File: src/nvdac_pkg.sv
// Constants shared by the nonvolatile data memory access controller
package nvdac_pkg;
    // Storage geometry
    localparam int NV_DEPTH = 64;
    localparam int NV_AW    = 6;

    // Special function register addresses (bank 0 unless noted)
    localparam logic [7:0] NV_ADDR_OFF  = 8'h1E;
    localparam logic [7:0] NV_BYTE_OFF  = 8'h1F;
    localparam logic [7:0] NV_CTRL_OFF  = 8'h40;  // Bank 1, indirect only
    localparam logic [7:0] BANK_SEL_OFF = 8'h04;
    localparam logic [7:0] NV_IRQ_OFF   = 8'h0C;
    localparam logic [7:0] CTRL_BANK    = 8'h01;

    // Control register fields
    localparam int FETCH_GO_BIT  = 0;
    localparam int FETCH_PERMIT  = 1;
    localparam int PROGRAM_GO    = 2;
    localparam int PROGRAM_PERMT = 3;

    // Interrupt register fields
    localparam int IRQ_NV_EN   = 0;
    localparam int IRQ_MF_EN   = 1;
    localparam int IRQ_NV_FLAG = 2;
    localparam int IRQ_MF_FLAG = 3;

    // Reset values
    localparam logic [7:0] REG_RESET = 8'h00;

    // Timing: read cycle length and write length in slow-timer ticks
    localparam logic [2:0] READ_CYCLES = 3'd2;
    localparam int         WRITE_TICKS = 4;

    // Cycle state
    typedef enum logic [1:0] {
        NVDAC_IDLE  = 2'b00,
        NVDAC_READ  = 2'b01,
        NVDAC_WRITE = 2'b10
    } nvdac_state_e;
endpackage

File: src/nvdac_ctrl.sv
// Nonvolatile data memory access controller behind special function registers
`timescale 1ns/1ns
// Summary of operation
// RULE1: 64 bytes at 0x00..0x3F, reached only byte-wise through registers.
// RULE2: Address register keeps six bits; top two read zero.
// RULE3: Data register keeps fetched byte until next read completes or software writes it.
// RULE4: Software reaches control register indirectly at 0x40 with bank one.
// RULE5: Program permit zero blocks starting any write.
// RULE6: Program go starts write; hardware clears it when write ends.
// RULE7: Program go without permit already set is ignored.
// RULE8: Fetch permit zero blocks starting any read.
// RULE9: Fetch go starts read; cleared when done, data then valid.
// RULE10: Fetch go without fetch permit starts nothing.
// RULE11: Software never sets both go bits, nor permit and go together.
// RULE12: Software loads address and data, then permit, then go next.
// RULE13: Software masks global interrupts around the permit-go sequence.
// RULE14: Write timed by asynchronous slow timer; completion delay not fixed.
// RULE15: Software ensures slow clock stable before writing.
// RULE16: Software leaves registers alone until a write completes.
// RULE17: Power-on clears all control bits.
// RULE18: Power-on selects bank zero.
// RULE19: Write end sets both flags; request needs all three enables.
// RULE20: Service clears only multi-function flag; software clears the other.
// RULE21: Read finishes in a fixed few cycles; go clears with data valid.
module nvdac_ctrl
    import nvdac_pkg::*;
#(
    parameter int WRITE_TICK_COUNT = WRITE_TICKS
) (
    input  wire logic       clk,
    input  wire logic       reset,
    input  wire logic [7:0] sfrAddr,
    input  wire logic       sfrWrite,
    input  wire logic       sfrRead,
    input  wire logic [7:0] sfrWdata,
    output logic      [7:0] sfrRdata,
    output logic            bankSelect,
    input  wire logic       slowClockIn,
    input  wire logic       globalIrqEnable,
    input  wire logic       irqService,
    output logic            irqRequest
);
    nvdac_state_e     state_r;
    logic [7:0]       memArray [NV_DEPTH];
    logic [NV_AW-1:0] nvAddr_r;
    logic [7:0]       nvByte_r;
    logic             programPermit_r;
    logic             programGo_r;
    logic             fetchPermit_r;
    logic             fetchGo_r;
    logic             bankSelect_r;
    logic             nvIrqEnable_r;
    logic             mfEnable_r;
    logic             nvIrqFlag_r;
    logic             mfFlag_r;
    logic [7:0]       sfrRdata_r;
    logic             irqRequest_r;
    logic [2:0]       readCnt_r;
    logic [7:0]       tickCnt_r;
    logic             slowSync1_r;
    logic             slowSync2_r;
    logic             slowPrev_r;
    logic             slowTick;
    logic             ctrlWrite;
    logic             startWrite;
    logic             startRead;
    logic             readDone;
    logic             writeDone;

    // Control register visible only with bank one selected
    assign ctrlWrite  = sfrWrite && sfrAddr == NV_CTRL_OFF && bankSelect_r;  // see RULE4
    assign startWrite = ctrlWrite && sfrWdata[PROGRAM_GO] && programPermit_r
                        && state_r == NVDAC_IDLE;  // see RULE5 see RULE7
    assign startRead  = ctrlWrite && sfrWdata[FETCH_GO_BIT] && fetchPermit_r
                        && !sfrWdata[PROGRAM_GO] && state_r == NVDAC_IDLE;  // see RULE8 see RULE10
    assign readDone   = state_r == NVDAC_READ && readCnt_r == READ_CYCLES - 3'd1;  // see RULE21
    assign writeDone  = state_r == NVDAC_WRITE && slowTick
                        && tickCnt_r == 8'(WRITE_TICK_COUNT - 1);  // see RULE14
    assign slowTick   = slowSync2_r && !slowPrev_r;

    // Bring the free-running slow timer clock into this domain
    always_ff @(posedge clk or posedge reset) begin
        if (reset) begin
            slowSync1_r <= 1'b0;
            slowSync2_r <= 1'b0;
            slowPrev_r  <= 1'b0;
        end else begin
            slowSync1_r <= slowClockIn;
            slowSync2_r <= slowSync1_r;
            slowPrev_r  <= slowSync2_r;
        end
    end

    // Cycle sequencer with read and write timers
    always_ff @(posedge clk or posedge reset) begin
        if (reset) begin
            state_r   <= NVDAC_IDLE;
            readCnt_r <= 3'd0;
            tickCnt_r <= 8'd0;
        end else begin
            case (state_r)
                NVDAC_IDLE: begin
                    readCnt_r <= 3'd0;
                    tickCnt_r <= 8'd0;
                    if (startWrite) begin
                        state_r <= NVDAC_WRITE;
                    end else if (startRead) begin
                        state_r <= NVDAC_READ;
                    end
                end
                NVDAC_READ: begin
                    readCnt_r <= readCnt_r + 3'd1;
                    if (readDone) begin
                        state_r <= NVDAC_IDLE;
                    end
                end
                NVDAC_WRITE: begin
                    if (slowTick) begin
                        tickCnt_r <= tickCnt_r + 8'd1;
                    end
                    if (writeDone) begin
                        state_r <= NVDAC_IDLE;
                    end
                end
                default: begin
                    state_r <= NVDAC_IDLE;
                end
            endcase
        end
    end

    // Byte storage, written when the timed cycle ends
    always_ff @(posedge clk) begin
        if (writeDone) begin
            memArray[nvAddr_r] <= nvByte_r;  // see RULE1 see RULE6
        end
    end

    // Address and data registers
    always_ff @(posedge clk or posedge reset) begin
        if (reset) begin
            nvAddr_r <= '0;
            nvByte_r <= REG_RESET;
        end else begin
            if (sfrWrite && sfrAddr == NV_ADDR_OFF) begin
                nvAddr_r <= sfrWdata[NV_AW-1:0];  // see RULE2
            end
            if (readDone) begin
                nvByte_r <= memArray[nvAddr_r];  // see RULE3 see RULE9
            end else if (sfrWrite && sfrAddr == NV_BYTE_OFF) begin
                nvByte_r <= sfrWdata;
            end
        end
    end

    // Control bits; go bits are set by software and cleared by hardware
    always_ff @(posedge clk or posedge reset) begin
        if (reset) begin
            programPermit_r <= 1'b0;  // see RULE17
            fetchPermit_r   <= 1'b0;
            programGo_r     <= 1'b0;
            fetchGo_r       <= 1'b0;
        end else begin
            if (ctrlWrite) begin
                programPermit_r <= sfrWdata[PROGRAM_PERMT];
                fetchPermit_r   <= sfrWdata[FETCH_PERMIT];
            end
            if (startWrite) begin
                programGo_r <= 1'b1;  // see RULE6
            end else if (writeDone) begin
                programGo_r <= 1'b0;  // see RULE6
            end
            if (startRead) begin
                fetchGo_r <= 1'b1;  // see RULE9
            end else if (readDone) begin
                fetchGo_r <= 1'b0;  // see RULE21
            end
        end
    end

    // Bank select, cleared at power-on
    always_ff @(posedge clk or posedge reset) begin
        if (reset) begin
            bankSelect_r <= 1'b0;  // see RULE18
        end else if (sfrWrite && sfrAddr == BANK_SEL_OFF) begin
            bankSelect_r <= sfrWdata == CTRL_BANK;
        end
    end

    // Interrupt enables and flags; a set beats a clear in the same cycle
    always_ff @(posedge clk or posedge reset) begin
        if (reset) begin
            nvIrqEnable_r <= 1'b0;
            mfEnable_r    <= 1'b0;
            nvIrqFlag_r   <= 1'b0;
            mfFlag_r      <= 1'b0;
            irqRequest_r  <= 1'b0;
        end else begin
            if (sfrWrite && sfrAddr == NV_IRQ_OFF) begin
                nvIrqEnable_r <= sfrWdata[IRQ_NV_EN];
                mfEnable_r    <= sfrWdata[IRQ_MF_EN];
                nvIrqFlag_r   <= sfrWdata[IRQ_NV_FLAG] || writeDone;  // see RULE20
                mfFlag_r      <= sfrWdata[IRQ_MF_FLAG] || writeDone;
            end else begin
                if (writeDone) begin
                    nvIrqFlag_r <= 1'b1;  // see RULE19
                end
                if (writeDone) begin
                    mfFlag_r <= 1'b1;  // see RULE19
                end else if (irqService) begin
                    mfFlag_r <= 1'b0;  // see RULE20
                end
            end
            irqRequest_r <= globalIrqEnable && nvIrqEnable_r && mfEnable_r
                            && nvIrqFlag_r && mfFlag_r;  // see RULE19
        end
    end

    // Registered read data; unmapped addresses read zero
    always_ff @(posedge clk or posedge reset) begin
        if (reset) begin
            sfrRdata_r <= REG_RESET;
        end else if (sfrRead) begin
            if (sfrAddr == NV_ADDR_OFF) begin
                sfrRdata_r <= {2'b00, nvAddr_r};  // see RULE2
            end else if (sfrAddr == NV_BYTE_OFF) begin
                sfrRdata_r <= nvByte_r;
            end else if (sfrAddr == NV_CTRL_OFF && bankSelect_r) begin
                sfrRdata_r <= {4'h0, programPermit_r, programGo_r, fetchPermit_r, fetchGo_r};
            end else if (sfrAddr == BANK_SEL_OFF) begin
                sfrRdata_r <= {7'h00, bankSelect_r};
            end else if (sfrAddr == NV_IRQ_OFF) begin
                sfrRdata_r <= {4'h0, mfFlag_r, nvIrqFlag_r, mfEnable_r, nvIrqEnable_r};
            end else begin
                sfrRdata_r <= REG_RESET;
            end
        end
    end

    assign sfrRdata   = sfrRdata_r;
    assign bankSelect = bankSelect_r;
    assign irqRequest = irqRequest_r;

    // Checks on the sequencer, storage and flags
    AST_ADDR_TOP_ZERO: assert property (@(posedge clk) disable iff (reset)
        sfrRead && sfrAddr == NV_ADDR_OFF |=> sfrRdata[7:6] == 2'b00)  // see RULE2
        else $error("address register top bits not zero");
    AST_WRITE_NEEDS_PERMIT: assert property (@(posedge clk) disable iff (reset)
        ctrlWrite && !programPermit_r |=> !$rose(programGo_r) && state_r != NVDAC_WRITE)  // see RULE7
        else $error("write started without permit");
    AST_READ_NEEDS_PERMIT: assert property (@(posedge clk) disable iff (reset)
        ctrlWrite && !fetchPermit_r && state_r == NVDAC_IDLE |=> state_r != NVDAC_READ)  // see RULE10
        else $error("read started without permit");
    AST_READ_BOUNDED: assert property (@(posedge clk) disable iff (reset)
        $rose(fetchGo_r) |-> fetchGo_r [*2] ##1 !fetchGo_r)  // see RULE21
        else $error("read cycle length wrong");
    AST_READ_DATA: assert property (@(posedge clk) disable iff (reset)
        $fell(fetchGo_r) |-> nvByte_r == memArray[nvAddr_r])  // see RULE9
        else $error("fetched byte not in data register");
    AST_BYTE_HELD: assert property (@(posedge clk) disable iff (reset)
        !readDone && !(sfrWrite && sfrAddr == NV_BYTE_OFF) |=> $stable(nvByte_r))  // see RULE3
        else $error("data register changed unprompted");
    AST_WRITE_STORES: assert property (@(posedge clk) disable iff (reset)
        $fell(programGo_r) |-> memArray[nvAddr_r] == nvByte_r && nvIrqFlag_r && mfFlag_r)  // see RULE19
        else $error("write end without store or flags");
    AST_IRQ_GATED: assert property (@(posedge clk) disable iff (reset)
        irqRequest |-> $past(globalIrqEnable && nvIrqEnable_r && mfEnable_r))  // see RULE19
        else $error("interrupt raised while masked");
    AST_SERVICE_CLEAR: assert property (@(posedge clk) disable iff (reset)
        irqService && !writeDone && !sfrWrite |=> !mfFlag_r && nvIrqFlag_r == $past(nvIrqFlag_r))  // see RULE20
        else $error("service did not clear only the shared flag");
endmodule

File: config.mk
export PLATFORM = sky130hd
export DESIGN_NAME = nvdac_ctrl
export DESIGN_NICKNAME = d
export VERILOG_FILES = /design/src/nvdac_pkg.sv /design/src/nvdac_ctrl.sv
export SDC_FILE = /design/constraint.sdc
export NUM_CORES = 1
export LEC_CHECK = 0
export BUFFER_PORTS_ARGS = -buffer_cell sky130_fd_sc_hd__buf_2
export CAP_MARGIN = 5
export CORE_AREA = 2 2 239 241
export CTS_CLUSTER_SIZE = 24
export DETAILED_ROUTE_END_ITERATION = 8
export DIE_AREA = 0 0 241 243
export GPL_TIMING_DRIVEN = 1
export PLACE_DENSITY = 0.65
export SYNTH_ARGS = -nofsm -noshare
export SYNTH_HDL_FRONTEND = slang
export SYNTH_SLANG_ARGS = --single-unit
File: constraint.sdc
create_clock -name clk -period 3.3 [get_ports clk]
set_clock_uncertainty 0.05 [all_clocks]
set_input_delay 0.165 -clock clk [delete_from_list [all_inputs] [get_ports clk]]
set_output_delay 0.165 -clock clk [all_outputs]
set_load 0.02 [all_outputs]
Word-level counts from Yosys, hierarchy flattened:

Memories as Yosys holds them, arrays and structs flattened.
Index checks and enable logic that the tools add are counted.
W data, S select, Z words.

* input bits: 23
* output and inout bits: 10
* register bits: 48
* ROM bits: 0
* memory bits (writable): 512
* memories kept: 1
* latch bits: 0

* divide/modulo/power cells: 0
* shifts and indexed selects: 0
* mux-type cells: 26
* reductions and logical operators: 36
* eq/ne operators: 14
* multiply operators: 0
* add/subtract/negate cells: 2
* bitwise logic cells: 0
* magnitude comparators: 0

Memory list
* memArray: words 64, width 8, rd ports 1, clocked after Yosys merged registers in 0, write ports 1, line nvdac_ctrl.sv:44 `logic [7:0] memArray [NV_DEPTH];`

Operators by type and width (number)
* $mux W8: 5
* $logic_and A1 B1 Y1: 22
* $eq A8 B5 Y1 const B: 2
* $pmux W8 S2: 1
* $mux W4: 3
* $reduce_bool A2 Y1: 6
* $mux W1: 11
* $add A8 B1 Y8 const B: 1
* $eq A8 B1 Y1 const B: 1
* $eq A8 B2 Y1 const B: 1
* $eq A8 B3 Y1 const B: 1
* $eq A8 B4 Y1 const B: 1
* $eq A8 B7 Y1 const B: 1
* $mux W2: 4
* $ne A2 B2 Y1 const B: 3
* $pmux W2 S3: 1
* $pmux W3 S2: 1
* $add A3 B1 Y3 const B: 1
* $eq A3 B1 Y1 const B: 1
* $ne A3 B3 Y1 const B: 1
* $reduce_and A3 Y1: 1
* $reduce_bool A3 Y1: 1
* $eq A2 B1 Y1 const B: 1
* $eq A2 B2 Y1 const B: 1
* other kinds (4): 6

Longest topological paths before layout:

Gate-level depths: netlist of the first run.

* depth in word-level cells: 10
* gate-level depth with buffers: 9
* mapped depth without buffers: 7

Least setup slack after synthesis of the first run:

OpenSTA, ideal clock, no wires.

* path type: register to register
* from: register nvAddr_r[2]
* to: memory memArray[14][0], enable pin
* stages on the path, launching flop included: 8
* clock period less this slack: 2.381 ns
* path slack: 0.919 ns
* data arrival time: 1.961 ns
* library setup time: 0.370 ns
* path buffers: 3
* data required time: 2.880 ns
* path through: dfrtp_1 > buf_2 > buf_2 > buf_1 > inv_1 > nor2_1 > nand2_1 > nor2_1

RTL lines
* start: declaration: line nvdac_ctrl.sv:45 `logic [NV_AW-1:0] nvAddr_r;`
* start signal: assignment: line nvdac_ctrl.sv:146 `nvAddr_r <= sfrWdata[NV_AW-1:0];`
* end: declaration: line nvdac_ctrl.sv:44

No word-level cell before the write port.

Final worst setup path of the first run:

* from: input sfrAddr[0]
* to: register programGo_r

* cells in the longest elaborated chain, start to end: 7

RTL lines
* start: declaration: line nvdac_ctrl.sv:32 `input wire logic [7:0] sfrAddr,`
* $eq A8 B7 Y1 *: line nvdac_ctrl.sv:71 `assign ctrlWrite = sfrWrite && sfrAddr == NV_CTRL_OFF && bankSelect_r;`
* $logic_and A1 B1 Y1 * (2 in series): line nvdac_ctrl.sv:71
* $logic_and A1 B1 Y1 * (2 in series): line nvdac_ctrl.sv:72 `assign startWrite = ctrlWrite && sfrWdata[PROGRAM_GO] && programPermit_r`
* $logic_and A1 B1 Y1 *: line nvdac_ctrl.sv:73 `&& state_r == NVDAC_IDLE;`
* $mux W1 / $reduce_bool A2 Y1 (equally long branches)
* end signal: assignment: line nvdac_ctrl.sv:161 `programGo_r <= 1'b0;`
* end signal: assignment: line nvdac_ctrl.sv:169 `programGo_r <= 1'b1;`
* end signal: assignment: line nvdac_ctrl.sv:171 `programGo_r <= 1'b0;`
* end: declaration: line nvdac_ctrl.sv:48 `logic programGo_r;`

Mark *: on every way between the ends. The rest lies on a longest branch, timed or not.
A chain may end at the register's enable or synchronous reset.

==> results of run 1 <==
cells by family (layout without fill, tap and decap cells):
kind of cell / Yosys count / count (layout)
flops: 560 / 560
simple gates: 213 / 213
mux: 205 / 205
compound gates: 124 / 124
buf+inv: 73 / 272
fa+ha+maj: 3 / 3
xor+xnor: 1 / 1
cell type report:
cell class,count,area [um^2]
clock buffer,70,1500
tap,756,946
fill,4701,30000
clock inverter,33,310
inverter,12,45.0
multi-input combinational,546,5280
timing repair buffer,157,1250
sequential,560,16600
worst max-delay path by stage:
stage                      from               to  slack [ns]  cells after the start
floorplan           nvAddr_r[2]  memArray[14][0]        0.92                      7
global placement    nvAddr_r[1]      nvByte_r[1]        0.48                      6
detailed placement  nvAddr_r[1]      nvByte_r[1]        0.45                      6
CTS                  sfrAddr[0]      programGo_r        0.36                      8
global route         sfrAddr[0]      programGo_r        0.21                      8
finish               sfrAddr[0]      programGo_r        0.32                      8
power groups by stage:
stage               clock network (W)  registers [W]  logic [W]
floorplan                           0        0.00797   0.000341
global placement                    0        0.00799   0.000547
detailed placement                  0        0.00799   0.000554
CTS                           0.00639        0.00784   0.000575
global route                  0.00665        0.00784   0.000611
finish                        0.00627        0.00784   0.000573
per-stage QoR:
step	std cells	setup WS (ns)	hold WS [ns]	power, W	instance area [um^2]
4_1_cts	2134	0.357	0.0676	0.0148	25900
5_1_grt	2134	0.215	0.109	0.0151	25900
2_1_floorplan	1179	0.919	0.146	0.00831	22200
3_3_place_gp	2004	0.483	0.227	0.00853	23900
6_report	2134	0.317	0.0937	0.0147	25900
3_5_place_dp	2004	0.453	0.225	0.00854	23900
flip-flops by register name, indices dropped and copies added (netlist names), 2 cells and up:
name       count
readCnt_r      3
nvAddr_r       6
memArray     512
sfrRdata       8
state_r        2
tickCnt_r      8
nvByte_r       8
layer usage:
metal,vias to the layer above,wire (um),GRT usage
met2,507,24200,0.278
met1,6111,21600,0.250
met4,0,1690,0.0652
met3,104,3980,0.0355
li1,5093,-,-
met5,-,0,0
worst reg2reg max path: cells and delay by family, from the launching register on:
family                 cells  cell delay (ns)
multiplexers               2             0.78
flip-flops                 1             0.70
buffers and inverters      1             0.34
AND/OR/NAND/NOR            2             0.74
AO/OA/AOI/OAI              1             0.11
layout by cell type, fill, tap and decap left out, drive strengths merged, types with 3 or more instances in the layout:
cell type / Yosys / routed
nand2b: 6 / 6
clkbuf: 19 / 70
dfrtp: 48 / 48
a21oi: 10 / 10
mux2i: 65 / 65
mux4: 101 / 101
nand3: 11 / 11
ha: 3 / 3
nor4: 7 / 7
a211oi: 10 / 10
o221ai: 5 / 5
nor2: 101 / 101
nand3b: 6 / 6
nand2: 30 / 30
clkinv: 0 / 25
bufinv: 0 / 6
o22ai: 36 / 36
or3: 5 / 5
edfxtp: 512 / 512
nor2b: 12 / 12
mux2: 39 / 39
or2: 3 / 3
a31oi: 3 / 3
nor3: 9 / 9
nand4: 3 / 3
a22oi: 12 / 12
a32oi: 5 / 5
and3: 8 / 8
a221o: 3 / 3
o21ai: 28 / 28
inv: 12 / 13
buf: 42 / 130
dlygate4sd3: 0 / 27
==> results list, run 1 <==
* Run status: finished clean
- Post-Synth Simple-Gate Area: 0.0475
- The worst setup path is captured at a flop.
- After clock tree synthesis, the flow added hold-fix buffers numbering 27.
* Cell count after synthesis: ~1200
- Count of boundary I/O pins: 33
- Counting flops with a built-in enable in the synthesized netlist gives approximately 510.
- The share of synthesized area in the top cell type comes to 0.693.
- Worst reg2reg path startpoint: nvAddr_r[1]
* Worst min-delay path startpoint: sfrAddr[6]
- Across all register-to-register paths, the minimum setup slack is approximately 0.42 ns.
- Dividing total power by cell area gives a power density of ~570 nW/um^2.
- Horizontal extent of the die: between 200 and 250 um
* Setup Viol. Count Final: 0
- In the post-synthesis netlist, the cell with the most instances is sky130_fd_sc_hd__edfxtp_1.
- Final Hold Violating Endpoints: 0
- Number of stages on the worst hold path: 4
* Share of synthesized cell area in full adder, half adder and majority cells: 0.00169
- The path class of the tightest hold or removal check is input port to flop.
- Share of total power consumed by net switching: 0.206
* Core footprint: between 50000 and 60000 um^2
- Across every metal layer, demand over resource in global routing totals 0.179.
* Number of buffers created by CTS: 56
* Setup Fix Bufs, Post-CTS: 0
- Insertion delay to the later sink of the worst-skew pair: just over 0.6 ns
* Startpoint kind of the worst setup timing path: input port
- Static timing analysis puts the maximum clock frequency at 335 MHz.
* Proportion of synthesized chip area in sequential cells: 0.747
- The area growth from synthesis to layout is 16.8%.
- Clock-pin slew was measured on the worst setup and hold paths at 0.06 ns.
- Cell taking the most area after synthesis: sky130_fd_sc_hd__edfxtp_1
* Post-synthesis instance area: between 20000 and 25000 um^2
- The share of total power dissipated in the clock network is 0.427.
- Largest net degree at the start of global routing: 68
* Number of antenna diodes: 0
* Per-cell routed wire length: roughly 24 um
- The tool flagged a number of max-cap violations equal to 0.
- For this run, the detailed router's first-pass iteration total came to 5.
- List of cells traversed by the critical path: dlygate4sd3_1, buf_2, or4_4, nor4_4, dlygate4sd3_1, nand3_2, dlygate4sd3_1, o41ai_1
- Vias: between 10000 and 15000
- IR Drop Worst-Case VDD: around 0.37 mV
* Static leakage: approximately 8.3 nW
* Number of buffer cells added on primary ports: 32
* Post-DP HPWL: between 30 and 40 mm
- Library cell appearing most often on the critical path: sky130_fd_sc_hd__dlygate4sd3_1
* Critical path data arrival time: roughly 3.4 ns
- Synthesis inferred between 500 and 600 register bits.
- Count of different cell masters after synthesis: 54
- Measured along the y axis, the die boundary spans roughly 240 um.
- The share of total power dissipated in combinational logic is 0.039.
* Worst Max-Slew Pin Slew: between 1 and 1.5 ns
- Global-route wire length before repair: about 77 mm
- Gates resized during post-CTS repair numbered 0.
* Number of buffers and inverters on the critical path: 4
- Multiplexer fraction of the synthesized cell area: 0.152
- Complex-gate fraction of the synthesized area: 0.0369
* CTS max path bufs: 3
* Post-synthesis share of cell area spent on xor and xnor gates: 0.000395
* Starting density of the core: 0.397
* Final Slew Violations: 0
- Ranking of synthesized cells by area: sky130_fd_sc_hd__edfxtp_1, sky130_fd_sc_hd__mux4_2, sky130_fd_sc_hd__dfrtp_1, sky130_fd_sc_hd__mux2i_1, sky130_fd_sc_hd__mux2_2
- Synth Net Count: ~1200
- Summed over all layers, the global routing overflow is 0.
* Family with the most delay on the worst path: buffers and inverters
- For this run, the post-layout net count is between 1000 and 1500.
- Most frequent cells after synthesis: sky130_fd_sc_hd__edfxtp_1, sky130_fd_sc_hd__mux4_2, sky130_fd_sc_hd__nor2_1, sky130_fd_sc_hd__mux2i_1, sky130_fd_sc_hd__dfrtp_1
* Number of warnings reported in the yosys synthesis log: 0
- The number of cells on the worst reg-to-reg path is 6.
- TritonCTS built the clock tree.
- Setup repair after global routing left no endpoint under its margin.
- Overall routed net length: ~52 mm
- Flip-flop cell with the highest count after synthesis: sky130_fd_sc_hd__edfxtp_1
- For this block, the initial DRC count from the detailed router was 1186.
- The detail route stage leaves a number of antenna-violating nets equal to 0.
- Dividing the detail-routed via count by the number of cells gives 5.54.
- Fraction of final layout cells with drive strength greater than 1: 0.266
* End point of the most critical hold path: programPermit_r
- Of the available clock period, the critical path in the final layout requires 0.904.
* Share of synthesized registers carrying an async set or reset: 0.0857
- Internal Power: 0.0117 W
- Number of standard-cell rows in the floorplan: between 80 and 90
- Syn_area_per_cell: ~19 um^2
* Relative max-transition margin: 0.309
- Once layout is complete, the utilization of the core stands at 0.463.
* Cell with the largest stage delay on the worst path: sky130_fd_sc_hd__dlygate4sd3_1
* Sequential group share of total power: 0.534
- Class of the most critical setup path: input port to flop
- Switch Pwr: 0.00303 W
- The number of antenna violations at the first check in global routing came to 0.
- The smallest clock period supported by the final layout is computed as slightly below 3 ns.
- Clock tree synthesis found a total of 560 sinks.
* Number of global-route vias before repair: between 10000 and 15000
* CP required: approximately 3.7 ns
* Largest family of logic cells by synthesized area: multiplexers
- TNS Setup: 0 ns
* Routability congestion estimate from global placement: ~0.9
- The H-tree generated during clock tree synthesis spans 2 levels.
- After detailed routing, the number of remaining DRC violations is 0.
- The endpoint identified for the worst register-to-register timing path is nvByte_r[1].
* Clk root buf: sky130_fd_sc_hd__clkbuf_16
- Die area: roughly 59000 um^2
- Critical Path Max Stage Delay: approximately 0.65 ns
- Crit Path Max Fanout: 5
No activity file was read; power rests on OpenSTA's default activity.
==> inputs of run 2 (changes only) <==
==> constraint.sdc (replaced) <==
create_clock -name clk -period 3.3 [get_ports clk]
set_clock_uncertainty 0.05 [all_clocks]
set_input_delay 0.66 -clock clk [delete_from_list [all_inputs] [get_ports clk]]
set_output_delay 0.66 -clock clk [all_outputs]
set_load 0.02 [all_outputs]
==> results list, run 2 (synthesis results as in run 1) <==
* Run status: finished clean
- Post-DP HPWL: 32.7 mm (+3.3%)
- TritonCTS Sinks: 560 (unchanged)
- Post-layout minimum cycle time: 3.09 ns (+0.104 ns)
- Number of routed nets with antenna violations: 0 (unchanged)
* Initial detailed-routing violation count: 1333 (+12%)
- The share of the clock period used by the worst path after layout was 0.936 (+0.0316).
- The detailed-route wire length is 52.4 mm (+1.7%).
* Number of global-route vias before repair: 11900 (-0.12%)
* Hold slack final: 0.121 ns (+0.0275 ns)
- TNS Setup: 0 ns (unchanged)
- Fraction of final layout cells with drive strength greater than 1: 0.275 (+0.00901)
* Clock transition at the registers of the reported paths: 0.06 ns (about the same)
- List of cells traversed by the critical path: buf_12, mux4_2, mux2i_1, nor2_1, nor4b_1, a31oi_1
* Vert. Die Dim: 243 um (unchanged)
- The number of buffers inserted to repair setup after CTS is 0 (unchanged).
* Commonest non-fill, non-tap cells in the layout: sky130_fd_sc_hd__edfxtp_1, sky130_fd_sc_hd__nor2_1, sky130_fd_sc_hd__mux4_2
- The final global-route overflow total was 0 (unchanged).
- Relative max-transition margin: 0.305 (-0.00434)
- The quantity of hold-fixing buffers added after cts was 0 (-100%).
* Starting density of the core: 0.397 (unchanged)
- Power per standard cell area: 561 nW/um^2 (-1.0%)
- Critical path data arrival time: 3.49 ns (+0.07 ns)
* Number of antenna diodes: 0 (unchanged)
- Number of buffer cells added on primary ports: 32 (unchanged)
- H-tree lvl count: 2 (unchanged)
- Count of boundary I/O pins: 33 (unchanged)
* Detailed-router iteration count before antenna repair: 5 (unchanged)
- The average wire length per cell after detail routing came to 24.9 um (+3.0%).
* Register with the highest flop count: memArray
- The die width is 241 um (unchanged).
- Final Slew Violations: 0 (unchanged)
- The leakage power total is 8.15 nW (-1.8%).
- Max-capacitance violation count: 0 (unchanged)
* Overall routing resource usage: 0.182 (+0.00339)
- CP required: 3.70 ns (-0.04 ns)
- The tightest min-delay check is of the input port to asynchronous set/reset pin type.
- The area after detailed placement is 23900 um^2 (about the same).
* Insertion delay to the later sink of the worst-skew pair: 0.61 ns (about the same)
- The highest achievable clock rate was 324 MHz (-3.4%).
* Global-route wire length before repair: 78.6 mm (+1.6%)
- Core footprint: 56000 um^2 (unchanged)
- The DRC violation count after routing came to 0 (unchanged).
- TritonCTS built the clock tree.
* Class of the most critical setup path: flop to flop
- The area of the die is 58600 um^2 (unchanged).
* Initial antenna violation count: 0 (unchanged)
* IR Drop Worst-Case VDD: 0.427 mV (+14%)
* Resized Gates After CTS: 0 (unchanged)
- STA classifies the critical path startpoint as a flop.
- Total design power: 0.0143 W (-2.4%)
- The slowest stage of the critical path belongs to the cell sky130_fd_sc_hd__dfrtp_4.
- The largest net degree at the start of global routing came to 66 (-2.9%).
- Setup repair after global routing left no endpoint under its margin.
- The detailed-route vias per instance is 5.60 (+1.2%).
- The routability congestion estimate was 0.894 (+0.28%).
- Leaving out fill and tap cells, the most frequent cell in the layout is sky130_fd_sc_hd__edfxtp_1.
* Number of buffers created by CTS: 56 (unchanged)
* Post-Layout Inst Area: 25600 um^2 (-1.4%)
- The total via count in the routed design is 11800 (-0.051%).
- Worst Max-Slew Pin Slew: 1.04 ns (+0.00650 ns)
- In this run the clock root is driven by a sky130_fd_sc_hd__clkbuf_16.
- Crit Path Max Fanout: 32 (+27)
- Final worst-path setup slack: 0.213 ns (-0.104 ns)
- The number of setup violations in the final report is 0 (unchanged).
- Area growth from synthesis to layout: 15.2%
* Number of standard-cell rows in the floorplan: 87 (unchanged)
- CTS max path bufs: 3 (unchanged)
- Post-layout net count: 1336 (-1.7%)
- The number of endpoints with negative hold slack in the final report came to 0 (unchanged).
* Post-Place Worst Slack: 0.273 ns (-0.180 ns)
* Critical Path Sink Type: flop
* Critical Path Max Stage Delay: 0.81 ns (+0.16 ns)
* Flip-flop count of the largest register after layout: 512 (unchanged)
==> run 2: per-layer routing <==
metal,GRT usage,vias to the layer above,part of all wire
met5,0,-,0
met4,0.0648,0,0.033
met3,0.0276,107,0.072
met2,0.283,505,0.47
met1,0.262,6168,0.42
li1,-,5029,-
==> run 2: cell type report <==
cell class,count,area (um^2)
fillers,4748,30400
flip-flops and latches,560,16600
multi-input cells,546,5280
clock buffers,81,1610
repair buffers,134,988
well taps,756,946
clock inverters,18,96.3
inverters,12,45.0
==> run 2: power breakdown <==
group / leakage, nW / switching, W / internal, W
sequential: 5.21 / 0.0000915 / 0.00776
combinational: 2.11 / 0.000331 / 0.000219
clock: 0.833 / 0.00257 / 0.00335
==> run 2: metrics by stage <==
stage / util / instances
floorplan: - / 1179
global placement: 0.426 / 2008
detailed placement: 0.426 / 2008
CTS: 0.457 / 2107
global route: 0.457 / 2107
finish: 0.457 / 2107
==> run 2: critical path: cells and delay by family, from the launching register on <==
kind                   cells  cell delay [ns]
AO/OA/AOI/OAI              1             0.16
buffers and inverters      1             0.33
flip-flops                 1             0.81
AND/OR/NAND/NOR            2             0.80
multiplexers               2             0.75
==> run 2: final timing paths <==
kind | to | slack, ns | cells past startpoint | start
worst max-delay path | nvByte_r[2] | 0.21 | 6 | nvAddr_r[1]
worst min-delay path | nvAddr_r[5] | 0.12 | 2 | reset
worst max register to register | nvByte_r[2] | 0.21 | 6 | nvAddr_r[1]
worst min register to register | slowSync2_r | 0.32 | 0 | slowSync1_r
max in group asynchronous | tickCnt_r[5] | 2.38 | 3 | reset
min in group clk | slowSync1_r | 0.13 | 1 | slowClockIn
==> inputs of run 3 (changes only) <==
==> constraint.sdc (replaced) <==
create_clock -name clk -period 3.8 [get_ports clk]
set_clock_uncertainty 0.05 [all_clocks]
set_input_delay 0.76 -clock clk [delete_from_list [all_inputs] [get_ports clk]]
set_output_delay 0.76 -clock clk [all_outputs]
set_load 0.05 [all_outputs]
==> results list, run 3 (synthesis results as in run 1) <==
- The cell internal power dissipation came to 0.0101 W (-11%).
- The worst hold path begins at slowClockIn.
- The DRC violation count after routing came to 0 (unchanged).
* Area growth from synthesis to layout: 15.3%
* Period utilisation layout: 0.790 (-0.146)
* Initial detailed-routing violation count: 1127 (-15%)
- Setup Viol. Count Final: 0 (unchanged)
- The number of pins with negative max-slew slack in the final report came to 0 (unchanged).
- The final worst-path setup slack came to 0.799 ns (+0.587 ns).
- Static leakage: 8.16 nW (+0.21%)
* Resized Gates After CTS: 0 (unchanged)
* Critical Path Sink Type: flop
- The worst ir drop on vdd came to 0.302 mV (-29%).
- Critical path data arrival time: 3.42 ns (-0.07 ns)
- The number of iterations in the first detailed-routing pass was 5 (unchanged).
- Per-cell routed wire length: 24.4 um (-1.8%)
- The largest stage delay on the critical path was 0.93 ns (+0.12 ns).
- CTS tree: built
- The effective utilization at floorplan is 0.397 (unchanged).
- The detailed-route wire length was 51.6 mm (-1.7%).
* Worst reg2reg path startpoint: nvAddr_r[0]
* Clock transition at the registers of the reported paths: 0.06 ns (about the same)
* Leading cell type in the layout, fill and taps excluded: sky130_fd_sc_hd__edfxtp_1
- The TritonCTS buffer count was 55 (-1.8%).
* Unrepaired setup endpoints after global routing: false
- The data required time at the worst endpoint is 4.22 ns (+0.52 ns).
- The sequential power share was 0.537 (-0.011).
- Number of cells in the design after placement: 2006 (-0.10%)
- Post-Place Worst Slack: 0.838 ns (+0.565 ns)
- Post-layout net count: 1333 (-0.22%)
- Overall routing resource usage: 0.177 (-0.00540)
- Max-capacitance violation count: 0 (unchanged)
* Setup Fix Bufs, Post-CTS: 0 (unchanged)
- Met1 Usage GRT: 0.249 (-0.0127)
* Proportion of power drawn by the clock network: 0.427 (+0.013)
- The actual slew at the worst max-slew pin was 0.865 ns (-0.178 ns).
- Number of stages on the worst hold path: 1
* Max Freq: 333 MHz (+2.9%)
- Global-route wire length before repair: 76.3 mm (-2.8%)
* Class of the most critical setup path: flop to flop
- The setup total negative slack was 0 ns (unchanged).
- The die width is 241 um (unchanged).
- The level count of the clock H-tree is 2 (unchanged).
* Fraction of final layout cells with drive strength greater than 1: 0.277 (+0.00276)
- The number of clock sinks came to 560 (unchanged).
- Die area: 58600 um^2 (unchanged)
* Share of total power consumed by net switching: 0.209 (-0.000514)
* Number of vias per cell after detailed routing: 5.56 (-0.76%)
* Post-layout minimum cycle time: 3.00 ns (-0.0866 ns)
* Initial antenna violation count: 0 (unchanged)
- The total net switching power is 0.00265 W (-12%).
- The maximum clock path buffer count is 3 (unchanged).
- Core footprint: 56000 um^2 (unchanged)
- Startpoint kind of the worst setup timing path: flop
- Counting flops per register, the top entry is memArray.
- Number of standard-cell rows in the floorplan: 87 (unchanged)
- Worst hold path type: input port to flop
- For this design, the slowest cell found on the critical path is sky130_fd_sc_hd__dfrtp_4.
- Global-route met3 utilization: 0.0379 (+0.0102)
* Clk root buf: sky130_fd_sc_hd__clkbuf_16
- The final global-route overflow total came to 0 (unchanged).
* Insertion delay to the later sink of the worst-skew pair: 0.61 ns (about the same)
- GRT busiest layer: met2
- Commonest non-fill, non-tap cells in the layout: sky130_fd_sc_hd__edfxtp_1, sky130_fd_sc_hd__nor2_1, sky130_fd_sc_hd__mux4_2
- The routability congestion estimate came to 0.928 (+3.9%).
* Worst setup startpoint: nvAddr_r[0]
- The internal reg-to-reg setup slack is 0.80 ns (+0.59 ns).
* Logic depth of the worst register-to-register path: 6 (unchanged)
* Global Route met2 Usage: 0.271 (-0.0117)
- The total via count in the routed design came to 11700 (-0.67%).
* Post-Layout Inst Area: 25600 um^2 (+0.15%)
* Vert. Die Dim: 243 um (unchanged)
- List of cells traversed by the critical path: buf_4, mux4_2, mux2i_1, o22ai_1, nor2_1, a32oi_1
- Count of fill cells added during filler insertion: 4745 (-0.063%)
* Post-DP HPWL: 32.0 mm (-2.2%)
* Run status: finished clean
* Count of boundary I/O pins: 33 (unchanged)
* Number of global-route vias before repair: 11800 (-1.2%)
- R2R Path End: nvByte_r[3]
* Largest net degree at the start of global routing: 66 (unchanged)
- The final cell count without fillers is 2109 (+0.095%).
- Relative max-transition margin: 0.421 (+0.117)
- Flip-flop count of the largest register after layout: 512 (unchanged)
- The area after detailed placement is 23800 um^2 (-0.22%).
* Combinational Power Share: 0.036 (-0.002)
- Power per standard cell area: 496 nW/um^2 (-11%)
- Final Hold Violating Endpoints: 0 (unchanged)
- Number of routed nets with antenna violations: 0 (unchanged)
- End point of the most critical hold path: slowSync1_r
- Post-cts hold buffer count: 0 (unchanged)
- Number of buffer cells added on primary ports: 32 (unchanged)
- Crit Path Max Fanout: 42 (+31%)
[run 3: changes by cell type in the layout (fill, tap and decap cells not counted), moves of 3 or more]
cell | before | now
sky130_fd_sc_hd__clkbuf_8 | 7 | 0
sky130_fd_sc_hd__bufinv_16 | 0 | 6
sky130_fd_sc_hd__clkinvlp_4 | 1 | 4
sky130_fd_sc_hd__clkbuf_1 | 16 | 8
sky130_fd_sc_hd__buf_12 | 5 | 2
sky130_fd_sc_hd__clkinv_1 | 9 | 14
sky130_fd_sc_hd__clkinv_2 | 6 | 11
[run 3: through the flow]
stage / total power, W / util / hold slack, ns
after detailed placement: 0.00742 / 0.426 / 0.286
after CTS: 0.0128 / 0.458 / 0.188
after global routing: 0.0131 / 0.458 / 0.205
final: 0.0127 / 0.458 / 0.206
after floorplan: 0.00722 / - / 0.281
after global placement: 0.00741 / 0.426 / 0.295
[run 3: routing by layer]
metal  vias to the layer above  part of all wire
li1                       5042                 -
met1                      6154              0.43
met2                       442              0.47
met3                        92             0.072
met4                         0             0.032
met5                         -                 0
[run 3: critical path, delay by kind of cell, from the launching register on]
family | cells | cell delay, ns
AOI/OAI and AO/OA | 2 | 0.31
buffers and inverters | 1 | 0.45
DFF | 1 | 0.93
muxes | 2 | 0.76
and+or+nand+nor | 1 | 0.31
[run 3: worst max-delay path by stage]
stage               slack [ns]         endpoint  cells past startpoint
finish                    0.80      nvByte_r[3]                      6
global route              0.64      nvByte_r[3]                      6
CTS                       0.81      nvByte_r[0]                      6
detailed placement        0.84      nvByte_r[3]                      6
global placement          0.85      nvByte_r[3]                      6
floorplan                 1.42  memArray[14][0]                      7
[run 3: power by group through the flow]
| stage | sequential (W) | combinational (W) | clock [W] |
|---|---|---|---|
| 2_1_floorplan | 0.00693 | 0.000296 | 0 |
| 3_3_place_gp | 0.00695 | 0.000458 | 0 |
| 3_5_place_dp | 0.00695 | 0.000463 | 0 |
| 4_1_cts | 0.00682 | 0.000465 | 0.00551 |
| 5_1_grt | 0.00683 | 0.000490 | 0.00574 |
| 6_report | 0.00682 | 0.000463 | 0.00542 |
[run 3: final cells by class]
class | count | area [um^2] | area share
flip-flops and latches | 560 | 16600 | 0.648
multi-input cells | 546 | 5280 | 0.206
clock buffers | 65 | 1460 | 0.0569
well taps | 756 | 946 | 0.0369
repair buffers | 132 | 936 | 0.0366
clock inverters | 37 | 335 | 0.0131
inverters | 12 | 45.0 | 0.00176
diodes | 1 | 2.50 | 0.0000977
